<file path="config.mk">
export PLATFORM = sky130hd
export DESIGN_NAME = bwo_operand_access
export DESIGN_NICKNAME = d
export VERILOG_FILES = /design/src/hw/bwo_pkg.sv /design/src/hw/bwo_adder.sv /design/src/hw/bwo_byte_pick.sv /design/src/hw/bwo_operand_access.sv
export SDC_FILE = /design/constraint.sdc
export NUM_CORES = 1
export LEC_CHECK = 0
export ABC_AREA = 1
export BUFFER_PORTS_ARGS = -buffer_cell sky130_fd_sc_hd__buf_2
export CORE_ASPECT_RATIO = 0.7
export CORE_MARGIN = 2
export CORE_UTILIZATION = 51
export DETAILED_ROUTE_END_ITERATION = 7
export PLACE_DENSITY = 0.76
export SLEW_MARGIN = 20
export SYNTH_ARGS = -nofsm -noshare
export SYNTH_HDL_FRONTEND = slang
export SYNTH_SLANG_ARGS = --single-unit
</file>
<file path="constraint.sdc">
create_clock -name i_core_clk -period 3 [get_ports i_core_clk]
set_clock_uncertainty 0.05 [all_clocks]
set_input_delay 0.9 -clock i_core_clk [delete_from_list [all_inputs] [get_ports i_core_clk]]
set_output_delay 0.9 -clock i_core_clk [all_outputs]
set_load 0.01 [all_outputs]
</file>
<file path="src/hw/bwo_pkg.sv">
// =====================================================================
// Shared constants and types for the byte/word operand access logic.
// =====================================================================
package bwo_pkg;

   // ==================================================================
   // Widths and field positions.
   // ==================================================================
   localparam int WORD_W = 16;          // Memory and register word width.
   localparam int BYTE_W = 8;           // Byte width, bits 0 to 7.
   localparam int WADDR_W = 15;         // Word location width.
   localparam int WORD_MSB = 15;        // Sign or chain bit of a word.
   localparam int BYTE_SEL_BIT = 0;     // Byte selector in a byte address.
   localparam int WORD_CAPACITY = 32768; // Words reachable in memory.
   localparam int BYTE_CAPACITY = 65536; // Bytes reachable in memory.

   // ==================================================================
   // Reset and encoding values.
   // ==================================================================
   localparam logic RST_BYTE_MODE = 1'h0; // Word mode after reset.
   localparam logic RST_OVERFLOW = 1'h0;  // Overflow clear after reset.
   localparam logic SEL_HIGH_BYTE = 1'h0; // Selector value for byte 0.
   localparam logic [15:0] ZERO_WORD = 16'h0000; // Cleared word.
   localparam logic [15:0] ONE_WORD = 16'h0001;  // Byte address step.

   // Kinds of access that the sequencer asks for.
   typedef enum logic [3:0] {
      OP_FETCH = 4'h0,                       // Instruction fetch.
      OP_LOAD = 4'h1,                        // Register load.
      OP_ADD = 4'h2,                         // Add to accumulator.
      OP_SUB = 4'h3,                         // Subtract from accumulator.
      OP_INCREMENT_MEMORY_SKIP_INSTR = 4'h4, // Always a word read.
      OP_MEMORY_SCAN_INSTR = 4'h5,           // Always a word read.
      OP_JUMP_INSTR = 4'h6,                  // Target address only.
      OP_JUMP_AND_STORE_INSTR = 4'h7,        // Target address only.
      OP_READ = 4'h8                         // Plain operand read.
   } bwo_op_e;

   // Operand cycle sequencer states.
   typedef enum logic [1:0] {
      ST_IDLE = 2'b00,    // Waiting for a request.
      ST_POINTER = 2'b01, // Reading an indirect pointer.
      ST_OPERAND = 2'b10, // Reading the operand.
      ST_DONE = 2'b11     // Presenting the result.
   } bwo_state_e;

   // Request from the instruction sequencer.
   typedef struct packed {
      bwo_op_e op;          // Kind of access.
      logic indirect;       // Follow a pointer first.
      logic [15:0] addr;    // Effective address in the current format.
   } bwo_req_s;

   // Read request toward main memory.
   typedef struct packed {
      logic rd;             // Read strobe, held until acknowledged.
      logic [15:0] addr;    // Word address, bit 15 always zero.
   } bwo_mem_s;

endpackage : bwo_pkg

</file>
<file path="src/hw/bwo_adder.sv">
`timescale 1ns/1ps
// =====================================================================
// Sixteen-bit adder with an optional ones complement memory side.
// =====================================================================
module bwo_adder (
   input wire logic [15:0] i_s_bus,  // Accumulator side, always full.
   input wire logic [15:0] i_r_reg,  // Operand holding register.
   input wire logic i_subtract,      // Complement operand, carry in.
   output logic [15:0] o_sum,        // Adder result.
   output logic o_overflow           // Signed overflow of the result.
);

   // ==================================================================
   // Adder inputs.
   // ==================================================================
   logic [15:0] u_bus; // Memory side of the adder.
   logic carry_in;     // Initial carry.
   logic [16:0] wide;  // Sum with carry out.

   // Subtraction adds the twos complement made from ones complement
   // plus an initial carry, so no separate subtractor is needed.
   always_comb begin
      u_bus = i_subtract ? ~i_r_reg : i_r_reg;
      carry_in = i_subtract;
      wide = {1'b0, i_s_bus} + {1'b0, u_bus} + {16'h0000, carry_in};
      o_sum = wide[15:0];
      o_overflow = (i_s_bus[15] == u_bus[15]) &&
                   (o_sum[15] != i_s_bus[15]);
   end

endmodule : bwo_adder

</file>
<file path="src/hw/bwo_byte_pick.sv">
`timescale 1ns/1ps
// =====================================================================
// Byte extraction: picks one half of a word and zero-extends it.
// =====================================================================
module bwo_byte_pick (
   input wire logic [15:0] i_word,  // Word read from memory.
   input wire logic i_sel,          // Byte selector from the address.
   input wire logic i_byte,         // High for a byte access.
   output logic [15:0] o_data       // Word or zero-extended byte.
);

   // ==================================================================
   // Selection.
   // ==================================================================
   // Selector zero names the most significant half of the word.
   always_comb begin
      o_data = i_word;
      if (i_byte) begin
         if (i_sel == bwo_pkg::SEL_HIGH_BYTE) begin
            o_data = {8'h00, i_word[15:8]};
         end else begin
            o_data = {8'h00, i_word[7:0]};
         end
      end
   end

endmodule : bwo_byte_pick

</file>
<file path="src/hw/bwo_operand_access.sv">
`timescale 1ns/1ps
module bwo_operand_access #(
   parameter int DATA_W = 16 // Word width; only 16 is served.
) (
   input wire logic i_core_clk,             // Processor clock, 25 MHz.
   input wire logic i_rst_b,                // Asynchronous reset, low.
   input wire logic i_console_reset,        // Processor reset pulse.
   input wire logic i_set_byte_mode,        // Byte mode control pulse.
   input wire logic i_set_word_mode,        // Word mode control pulse.
   input wire logic i_req_valid,            // Request strobe.
   input wire bwo_pkg::bwo_req_s i_req,     // Request contents.
   input wire logic [15:0] i_acc,           // Accumulator contents.
   input wire logic [15:0] i_mem_rdata,     // Memory read data.
   input wire logic i_mem_ack,              // Memory read done pulse.
   output logic o_req_ready,                // Block is idle.
   output bwo_pkg::bwo_mem_s o_mem,         // Memory read request.
   output logic o_done,                     // Result valid pulse.
   output logic o_acc_wr,                   // Write accumulator pulse.
   output logic [15:0] o_result,            // Data for the register.
   output logic [15:0] o_target,            // Resolved operand address.
   output logic [15:0] o_next_byte_addr,    // Following byte address.
   output logic o_byte_mode,                // Mode state, high for byte.
   output logic o_overflow                  // Overflow flag.
);

   // ==================================================================
   // Parameter check.
   // ==================================================================
   // The byte split and address formats are fixed at sixteen bits.
   if (DATA_W != bwo_pkg::WORD_W) begin : g_bad_width
      $error("bwo_operand_access serves only 16-bit words");
   end

   // ==================================================================
   // Reset synchroniser.
   // ==================================================================
   logic rst_meta_ff; // First stage, read only by the second.
   logic rst_sync_ff; // Released reset, active high.

   // Reset asserts at once and releases two edges later.
   always_ff @(posedge i_core_clk or negedge i_rst_b) begin
      if (!i_rst_b) begin
         rst_meta_ff <= 1'b1;
         rst_sync_ff <= 1'b1;
      end else begin
         rst_meta_ff <= 1'b0;
         rst_sync_ff <= rst_meta_ff;
      end
   end

   // ==================================================================
   // Mode and overflow state.
   // ==================================================================
   logic byte_mode_ff; // High while in byte mode.
   logic nxt_byte_mode;
   logic overflow_ff;  // Overflow flip-flop.
   logic nxt_overflow;
   logic add_ovf;      // Overflow from the adder.
   logic arith_fin;    // Arithmetic result lands this cycle.

   // Console reset wins over a mode pulse in the same cycle, since it
   // must always leave the processor in a known mode.
   always_comb begin
      nxt_byte_mode = byte_mode_ff;
      nxt_overflow = overflow_ff;
      if (i_set_byte_mode) begin
         nxt_byte_mode = 1'b1;
      end else if (i_set_word_mode) begin
         nxt_byte_mode = 1'b0;
      end
      if (arith_fin && add_ovf) begin
         nxt_overflow = 1'b1;
      end
      if (i_console_reset) begin
         nxt_byte_mode = bwo_pkg::RST_BYTE_MODE;
         nxt_overflow = bwo_pkg::RST_OVERFLOW;
      end
   end

   // Registers the mode state.
   always_ff @(posedge i_core_clk or posedge rst_sync_ff) begin
      if (rst_sync_ff) begin
         byte_mode_ff <= bwo_pkg::RST_BYTE_MODE;
         overflow_ff <= bwo_pkg::RST_OVERFLOW;
      end else begin
         byte_mode_ff <= nxt_byte_mode;
         overflow_ff <= nxt_overflow;
      end
   end

   // ==================================================================
   // Address format helpers.
   // ==================================================================
   // Word address of a word-format value: bit 15 forced to zero.
   function automatic logic [15:0] word_addr(input logic [15:0] a);
      word_addr = {1'b0, a[14:0]};
   endfunction : word_addr

   // Word address holding a byte-format value: location in bits 1-15.
   function automatic logic [15:0] byte_word_addr(input logic [15:0] a);
      byte_word_addr = {1'b0, a[15:1]};
   endfunction : byte_word_addr

   // Byte access applies only to data operations in byte mode.
   function automatic logic uses_byte(input bwo_pkg::bwo_op_e op,
                                      input logic mode);
      uses_byte = mode && (op == bwo_pkg::OP_LOAD ||
                           op == bwo_pkg::OP_ADD ||
                           op == bwo_pkg::OP_SUB ||
                           op == bwo_pkg::OP_READ);
   endfunction : uses_byte

   // Jumps resolve an address and read no operand.
   function automatic logic is_jump(input bwo_pkg::bwo_op_e op);
      is_jump = (op == bwo_pkg::OP_JUMP_INSTR) ||
                (op == bwo_pkg::OP_JUMP_AND_STORE_INSTR);
   endfunction : is_jump

   // ==================================================================
   // Operand sequencer.
   // ==================================================================
   bwo_pkg::bwo_state_e state_ff; // Sequencer state.
   bwo_pkg::bwo_state_e nxt_state;
   bwo_pkg::bwo_op_e op_ff;       // Operation in progress.
   bwo_pkg::bwo_op_e nxt_op;
   logic byte_acc_ff;             // This operand is a byte.
   logic nxt_byte_acc;
   logic [15:0] opnd_addr_ff;     // Operand address, current format.
   logic [15:0] nxt_opnd_addr;
   logic [15:0] mem_addr_ff;      // Address on the memory port.
   logic [15:0] nxt_mem_addr;
   logic mem_rd_ff;               // Memory read strobe.
   logic nxt_mem_rd;
   logic [15:0] r_reg_ff;         // Operand holding register.
   logic [15:0] nxt_r_reg;
   logic [15:0] result_ff;        // Result for the register file.
   logic [15:0] nxt_result;
   logic [15:0] target_ff;        // Resolved operand address.
   logic [15:0] nxt_target;
   logic [15:0] next_byte_ff;     // Following byte address.
   logic [15:0] nxt_next_byte;
   logic done_ff;                 // Result valid pulse.
   logic nxt_done;
   logic acc_wr_ff;               // Accumulator write pulse.
   logic nxt_acc_wr;
   logic [15:0] picked;           // Word or zero-extended byte.
   logic [15:0] sum;              // Adder output.

   // Byte extraction from the word read in the operand cycle.
   bwo_byte_pick u_pick (
      .i_word (i_mem_rdata),
      .i_sel (opnd_addr_ff[bwo_pkg::BYTE_SEL_BIT]),
      .i_byte (byte_acc_ff),
      .o_data (picked)
   );

   // Adder sees the full accumulator against the holding register.
   bwo_adder u_adder (
      .i_s_bus (i_acc),
      .i_r_reg (r_reg_ff),
      .i_subtract (op_ff == bwo_pkg::OP_SUB),
      .o_sum (sum),
      .o_overflow (add_ovf)
   );

   // Arithmetic results are written in the cycle after the operand
   // lands, once the holding register has been loaded.
   assign arith_fin = (state_ff == bwo_pkg::ST_DONE) &&
                      (op_ff == bwo_pkg::OP_ADD || op_ff == bwo_pkg::OP_SUB);

   // Next-state logic for the sequencer and its data registers.
   always_comb begin
      nxt_state = state_ff;
      nxt_op = op_ff;
      nxt_byte_acc = byte_acc_ff;
      nxt_opnd_addr = opnd_addr_ff;
      nxt_mem_addr = mem_addr_ff;
      nxt_mem_rd = mem_rd_ff;
      nxt_r_reg = r_reg_ff;
      nxt_result = result_ff;
      nxt_target = target_ff;
      nxt_next_byte = next_byte_ff;
      nxt_done = 1'b0;
      nxt_acc_wr = 1'b0;
      unique case (state_ff)
         bwo_pkg::ST_IDLE: begin
            if (i_req_valid) begin
               nxt_op = i_req.op;
               nxt_byte_acc = uses_byte(i_req.op, byte_mode_ff);
               if (i_req.indirect && i_req.op != bwo_pkg::OP_FETCH) begin
                  // Pointer reads are word reads in either mode.
                  nxt_mem_addr = word_addr(i_req.addr);
                  nxt_mem_rd = 1'b1;
                  nxt_state = bwo_pkg::ST_POINTER;
               end else if (is_jump(i_req.op)) begin
                  nxt_target = word_addr(i_req.addr);
                  nxt_done = 1'b1;
                  nxt_state = bwo_pkg::ST_IDLE;
               end else begin
                  nxt_opnd_addr = i_req.addr;
                  nxt_target = i_req.addr;
                  if (uses_byte(i_req.op, byte_mode_ff)) begin
                     nxt_mem_addr = byte_word_addr(i_req.addr);
                  end else begin
                     nxt_mem_addr = word_addr(i_req.addr);
                  end
                  nxt_mem_rd = 1'b1;
                  nxt_state = bwo_pkg::ST_OPERAND;
               end
            end
         end
         bwo_pkg::ST_POINTER: begin
            if (i_mem_ack) begin
               if (byte_acc_ff) begin
                  // A byte pointer ends the chain after one level.
                  nxt_opnd_addr = i_mem_rdata;
                  nxt_target = i_mem_rdata;
                  nxt_mem_addr = byte_word_addr(i_mem_rdata);
                  nxt_state = bwo_pkg::ST_OPERAND;
               end else if (i_mem_rdata[bwo_pkg::WORD_MSB]) begin
                  // One further read per level; no limit on depth.
                  nxt_mem_addr = word_addr(i_mem_rdata);
                  nxt_state = bwo_pkg::ST_POINTER;
               end else begin
                  nxt_opnd_addr = word_addr(i_mem_rdata);
                  nxt_target = word_addr(i_mem_rdata);
                  nxt_mem_addr = word_addr(i_mem_rdata);
                  nxt_state = bwo_pkg::ST_OPERAND;
               end
               if (is_jump(op_ff) && !byte_acc_ff &&
                   !i_mem_rdata[bwo_pkg::WORD_MSB]) begin
                  nxt_mem_rd = 1'b0;
                  nxt_done = 1'b1;
                  nxt_state = bwo_pkg::ST_IDLE;
               end
            end
         end
         bwo_pkg::ST_OPERAND: begin
            if (i_mem_ack) begin
               nxt_mem_rd = 1'b0;
               nxt_r_reg = picked;
               if (byte_acc_ff) begin
                  // Sequential bytes pack two per word.
                  nxt_next_byte = opnd_addr_ff + bwo_pkg::ONE_WORD;
               end else begin
                  nxt_next_byte = opnd_addr_ff;
               end
               if (op_ff == bwo_pkg::OP_ADD || op_ff == bwo_pkg::OP_SUB) begin
                  nxt_state = bwo_pkg::ST_DONE;
               end else begin
                  nxt_result = picked;
                  nxt_done = 1'b1;
                  nxt_state = bwo_pkg::ST_IDLE;
               end
            end
         end
         bwo_pkg::ST_DONE: begin
            nxt_result = sum;
            nxt_acc_wr = 1'b1;
            nxt_done = 1'b1;
            nxt_state = bwo_pkg::ST_IDLE;
         end
      endcase
      // Console reset aborts any access in flight, read strobe included.
      if (i_console_reset) begin
         nxt_state = bwo_pkg::ST_IDLE;
         nxt_mem_rd = 1'b0;
         nxt_done = 1'b0;
         nxt_acc_wr = 1'b0;
      end
   end

   // Registers the sequencer. Data registers are not cleared by the
   // console reset, which only touches control flip-flops.
   always_ff @(posedge i_core_clk or posedge rst_sync_ff) begin
      if (rst_sync_ff) begin
         state_ff <= bwo_pkg::ST_IDLE;
         op_ff <= bwo_pkg::OP_FETCH;
         byte_acc_ff <= 1'b0;
         opnd_addr_ff <= bwo_pkg::ZERO_WORD;
         mem_addr_ff <= bwo_pkg::ZERO_WORD;
         mem_rd_ff <= 1'b0;
         r_reg_ff <= bwo_pkg::ZERO_WORD;
         result_ff <= bwo_pkg::ZERO_WORD;
         target_ff <= bwo_pkg::ZERO_WORD;
         next_byte_ff <= bwo_pkg::ZERO_WORD;
         done_ff <= 1'b0;
         acc_wr_ff <= 1'b0;
      end else begin
         state_ff <= nxt_state;
         op_ff <= nxt_op;
         byte_acc_ff <= nxt_byte_acc;
         opnd_addr_ff <= nxt_opnd_addr;
         mem_addr_ff <= nxt_mem_addr;
         mem_rd_ff <= nxt_mem_rd;
         r_reg_ff <= nxt_r_reg;
         result_ff <= nxt_result;
         target_ff <= nxt_target;
         next_byte_ff <= nxt_next_byte;
         done_ff <= nxt_done;
         acc_wr_ff <= nxt_acc_wr;
      end
   end

   // ==================================================================
   // Outputs.
   // ==================================================================
   // Ready is combinational so a request can follow a done pulse.
   assign o_req_ready = (state_ff == bwo_pkg::ST_IDLE);
   assign o_mem.rd = mem_rd_ff;
   assign o_mem.addr = mem_addr_ff;
   assign o_done = done_ff;
   assign o_acc_wr = acc_wr_ff;
   assign o_result = result_ff;
   assign o_target = target_ff;
   assign o_next_byte_addr = next_byte_ff;
   assign o_byte_mode = byte_mode_ff;
   assign o_overflow = overflow_ff;

endmodule : bwo_operand_access

</file>
==> reports/metrics.yaml <==
status: "finished, final reports clean"
crit_chain: "nor2_2 -> nand2_2 -> xor2_1 -> fa_1 -> nand2_1 -> nand2_1 -> o21ai_0 -> inv_1 -> nand3_1 -> nand3_1 -> a21oi_1 -> o21ai_0 -> o211ai_1 -> nand2_1"
wl_per_cell_um: 16.0
grt_pass1_vias: 5771
setup_slack_ns: 0.263
max_freq_mhz: 365
leakagePower_nw: 3.93
r2r-end: "o_result[12]"
start_util_pct: 52.5
fp.dieH_um: 98.8
io_pins: 130
cp_common_cell: "nand2_1"
layout-drive-gt1-share_pct: 19.2
cpMaxStageDelayCell: "fa_1"
die_area_sq_um: 13800
io_buffers: 128
antenna_found_initial: 0
cts_made_buffers: 9
cp_max_fo: 15
timing.critical_path.buf_inv: 1
dpl_cell_area_sq_um: 7310
switching_share_pct: 48.3
maxSlewHeadroom_pct: 55.8
rows: 34
ir_drop_mv: 0.744
yosysMostFrequentCell: "nand2_1"
yosysWarnings: 0
finalSetupViolCount: 0
ys_ff_latch: 109
grt.total_usage_pct: 27.6
critPathLaunchType: "flop"
antennaDiodeCount: 0
die_w_um: 139
worstPathArrival_ns: 2.92
root_buffer: "clkbuf_16"
ys_seq_area_share_pct: 41.7
grt_max_degree: 83
power_density_nw_per_um2: 1140
cp_top_family: "simple AND/OR/NAND/NOR gates"
finalSetupTns_ns: 0
nNetsFinal: 1080
layout_min_cycle_time_ns: 2.74
seq_power_share_pct: 30.3
clockBufferDepth: 2
synth_edf_count: 0
clk_pin_slew_ns: 0.07
placed_cells: 1150
routabilityCongestion: 0.912
synthTopCellsByCount: "nand2_1, dfrtp_1, o21ai_0"
timing.hold.ws_ns: 0.273
fillers: 1156
finalHoldViolCount: 0
post_synth_num_cell_types: 50
switchingPower_mw: 4.17
first_pass_iters: 6
r2r_cells: 14
maxCapViolations: 0
p_int_mw: 4.47
dp_slack_ns: 0.293
grt_pass1_wl_mm: 30.3
synth_top_family_by_area: "simple AND/OR/NAND/NOR gates"
criticalPathCategory: "flop to flop"
postCtsSetupRepairBufs: 0
yosysTopAreaCell: "dfrtp_1"
required_ns: 3.18
async_reset_ff_share_pct: 100
synth_xor_area_share_pct: 3.35
r2r_start: "op_ff[3]"
synthAdderAreaFrac_pct: 4.13
synth_area_sq_um: 6550
rsz0062_at_grt: "false"
clock_sinks: 109
crit_path_end: "o_result[12]"
synth-main-ff-cell: "dfrtp_1"
core_sq_um: 12500
route.detailed.drc: 0
synth_cells: 884
startpoint: "op_ff[3]"
worstSkewPairLatency_ns: 0.34
final_area_sq_um: 7580
overflow: 0
max_stage_delay_ns: 0.49
drt_iter0_markers: 644
cts_hold_buf: 0
h-tree-depth: 3
cts_resized: 0
drtAntennaViolNets: 0
period_share_pct: 91.2
drt-vias-per-instance: 5.37
crit_cells: 14
r2r_slack_ns: 0.26
crit_path_end_kind: "flop"
drt_wl_total_mm: 18.7
hpwlAfterDp_mm: 14.2
synthMuxAreaShare_pct: 0.803
postLayoutCoreUtil_pct: 60.8
yosys.area_share.simple_pct: 24.9
worst_slew_pin_slew_ns: 0.663
num_vias: 6261
yosys-top-cells-area: "dfrtp_1, nand2_1, o21ai_0, inv_1, nor2_1"
slew_violations: 0
cts_tree: "built"
holdCritPathClass: "flop to asynchronous set/reset pin"
clockPowerShare_pct: 12.9
total_power_mw: 8.64
yosysTopAreaCellShare_pct: 40.9
fin_cells: 1166
area_delta_synth_final_pct: 15.8
combPwrFrac_pct: 56.8
synth_compound_area_share_pct: 16.5
syn_avg_cell_area_sq_um: 7.40
==> final cells by class <==
cell class | instances | area [sq um] | share of cell area [%]
clock buffers | 13 | 250 | 3.30
flip-flops and latches | 109 | 2730 | 36.0
multi-input cells | 639 | 3250 | 42.9
inverters | 101 | 385 | 5.09
repair buffers | 139 | 736 | 9.71
well taps | 162 | 203 | 2.67
clock inverters | 3 | 21.3 | 0.281
==> cell usage in the layout (no fill, tap or decap), types with 3 or more instances in the layout <==
cell	Yosys	final
o21ai_0	103	103
nor2_1	72	72
nand2_1	255	255
inv_1	93	92
nor2_4	3	3
ha_1	20	20
clkbuf_1	20	3
o21ai_1	5	5
buf_2	9	128
nand4_1	7	7
nor3_1	7	7
clkbuf_16	0	9
nor2_2	8	8
nand2_2	5	5
a21oi_1	48	48
o211ai_1	11	11
o21bai_1	3	3
dfrtp_1	107	107
o31ai_1	3	3
buf_4	2	10
inv_2	6	6
a31oi_1	5	5
nand3_1	26	26
xor2_1	24	24
o22ai_1	4	4
or2_2	4	4
==> per-layer routing <==
| layer | GRT usage (%) | vias up | share of wire (%) | wire length [um] |
|---|---|---|---|---|
| li1 | - | 3096 | - | - |
| met1 | 43.6 | 2847 | 49 | 9120 |
| met2 | 38.6 | 294 | 40 | 7490 |
| met3 | 6.27 | 24 | 9.8 | 1820 |
| met4 | 6.06 | 0 | 1.3 | 245 |
| met5 | 0 | - | 0 | 0 |
==> worst min path at each step <==
stage                              to  depth (start not counted)
final                       mem_rd_ff                          1
after global placement      mem_rd_ff                          1
after detailed placement    mem_rd_ff                          1
after global routing      rst_sync_ff                          0
after CTS                   mem_rd_ff                          1
after floorplan           rst_sync_ff                          0
==> power groups by stage <==
stage	clock network [mW]	logic [mW]	registers, mW
3_3_place_gp	0	4.73	2.61
3_5_place_dp	0	4.81	2.62
6_report	1.11	4.91	2.62
4_1_cts	1.12	4.86	2.60
5_1_grt	1.20	5.55	2.70
2_1_floorplan	0	3.34	2.72
==> flip-flops by register name, indices dropped and copies added, names as in the netlist, 2 cells and up <==
| signal | cells |
|---|---|
| r_reg_ff | 16 |
| o_result | 16 |
| op_ff | 4 |
| state_ff | 2 |
| o_target | 16 |
| o_next_byte_addr | 16 |
| opnd_addr_ff | 16 |
| mem_addr_ff | 15 |
==> cell families after synthesis <==
logic type,Yosys count
muxes,4
buffers and inverters,137
and+or+nand+nor,392
AOI/OAI and AO/OA,195
adders and majority gates,21
xor gates and xnor gates,25
other,1
DFF,109
Note: power is estimated with default switching activity, not from simulation.
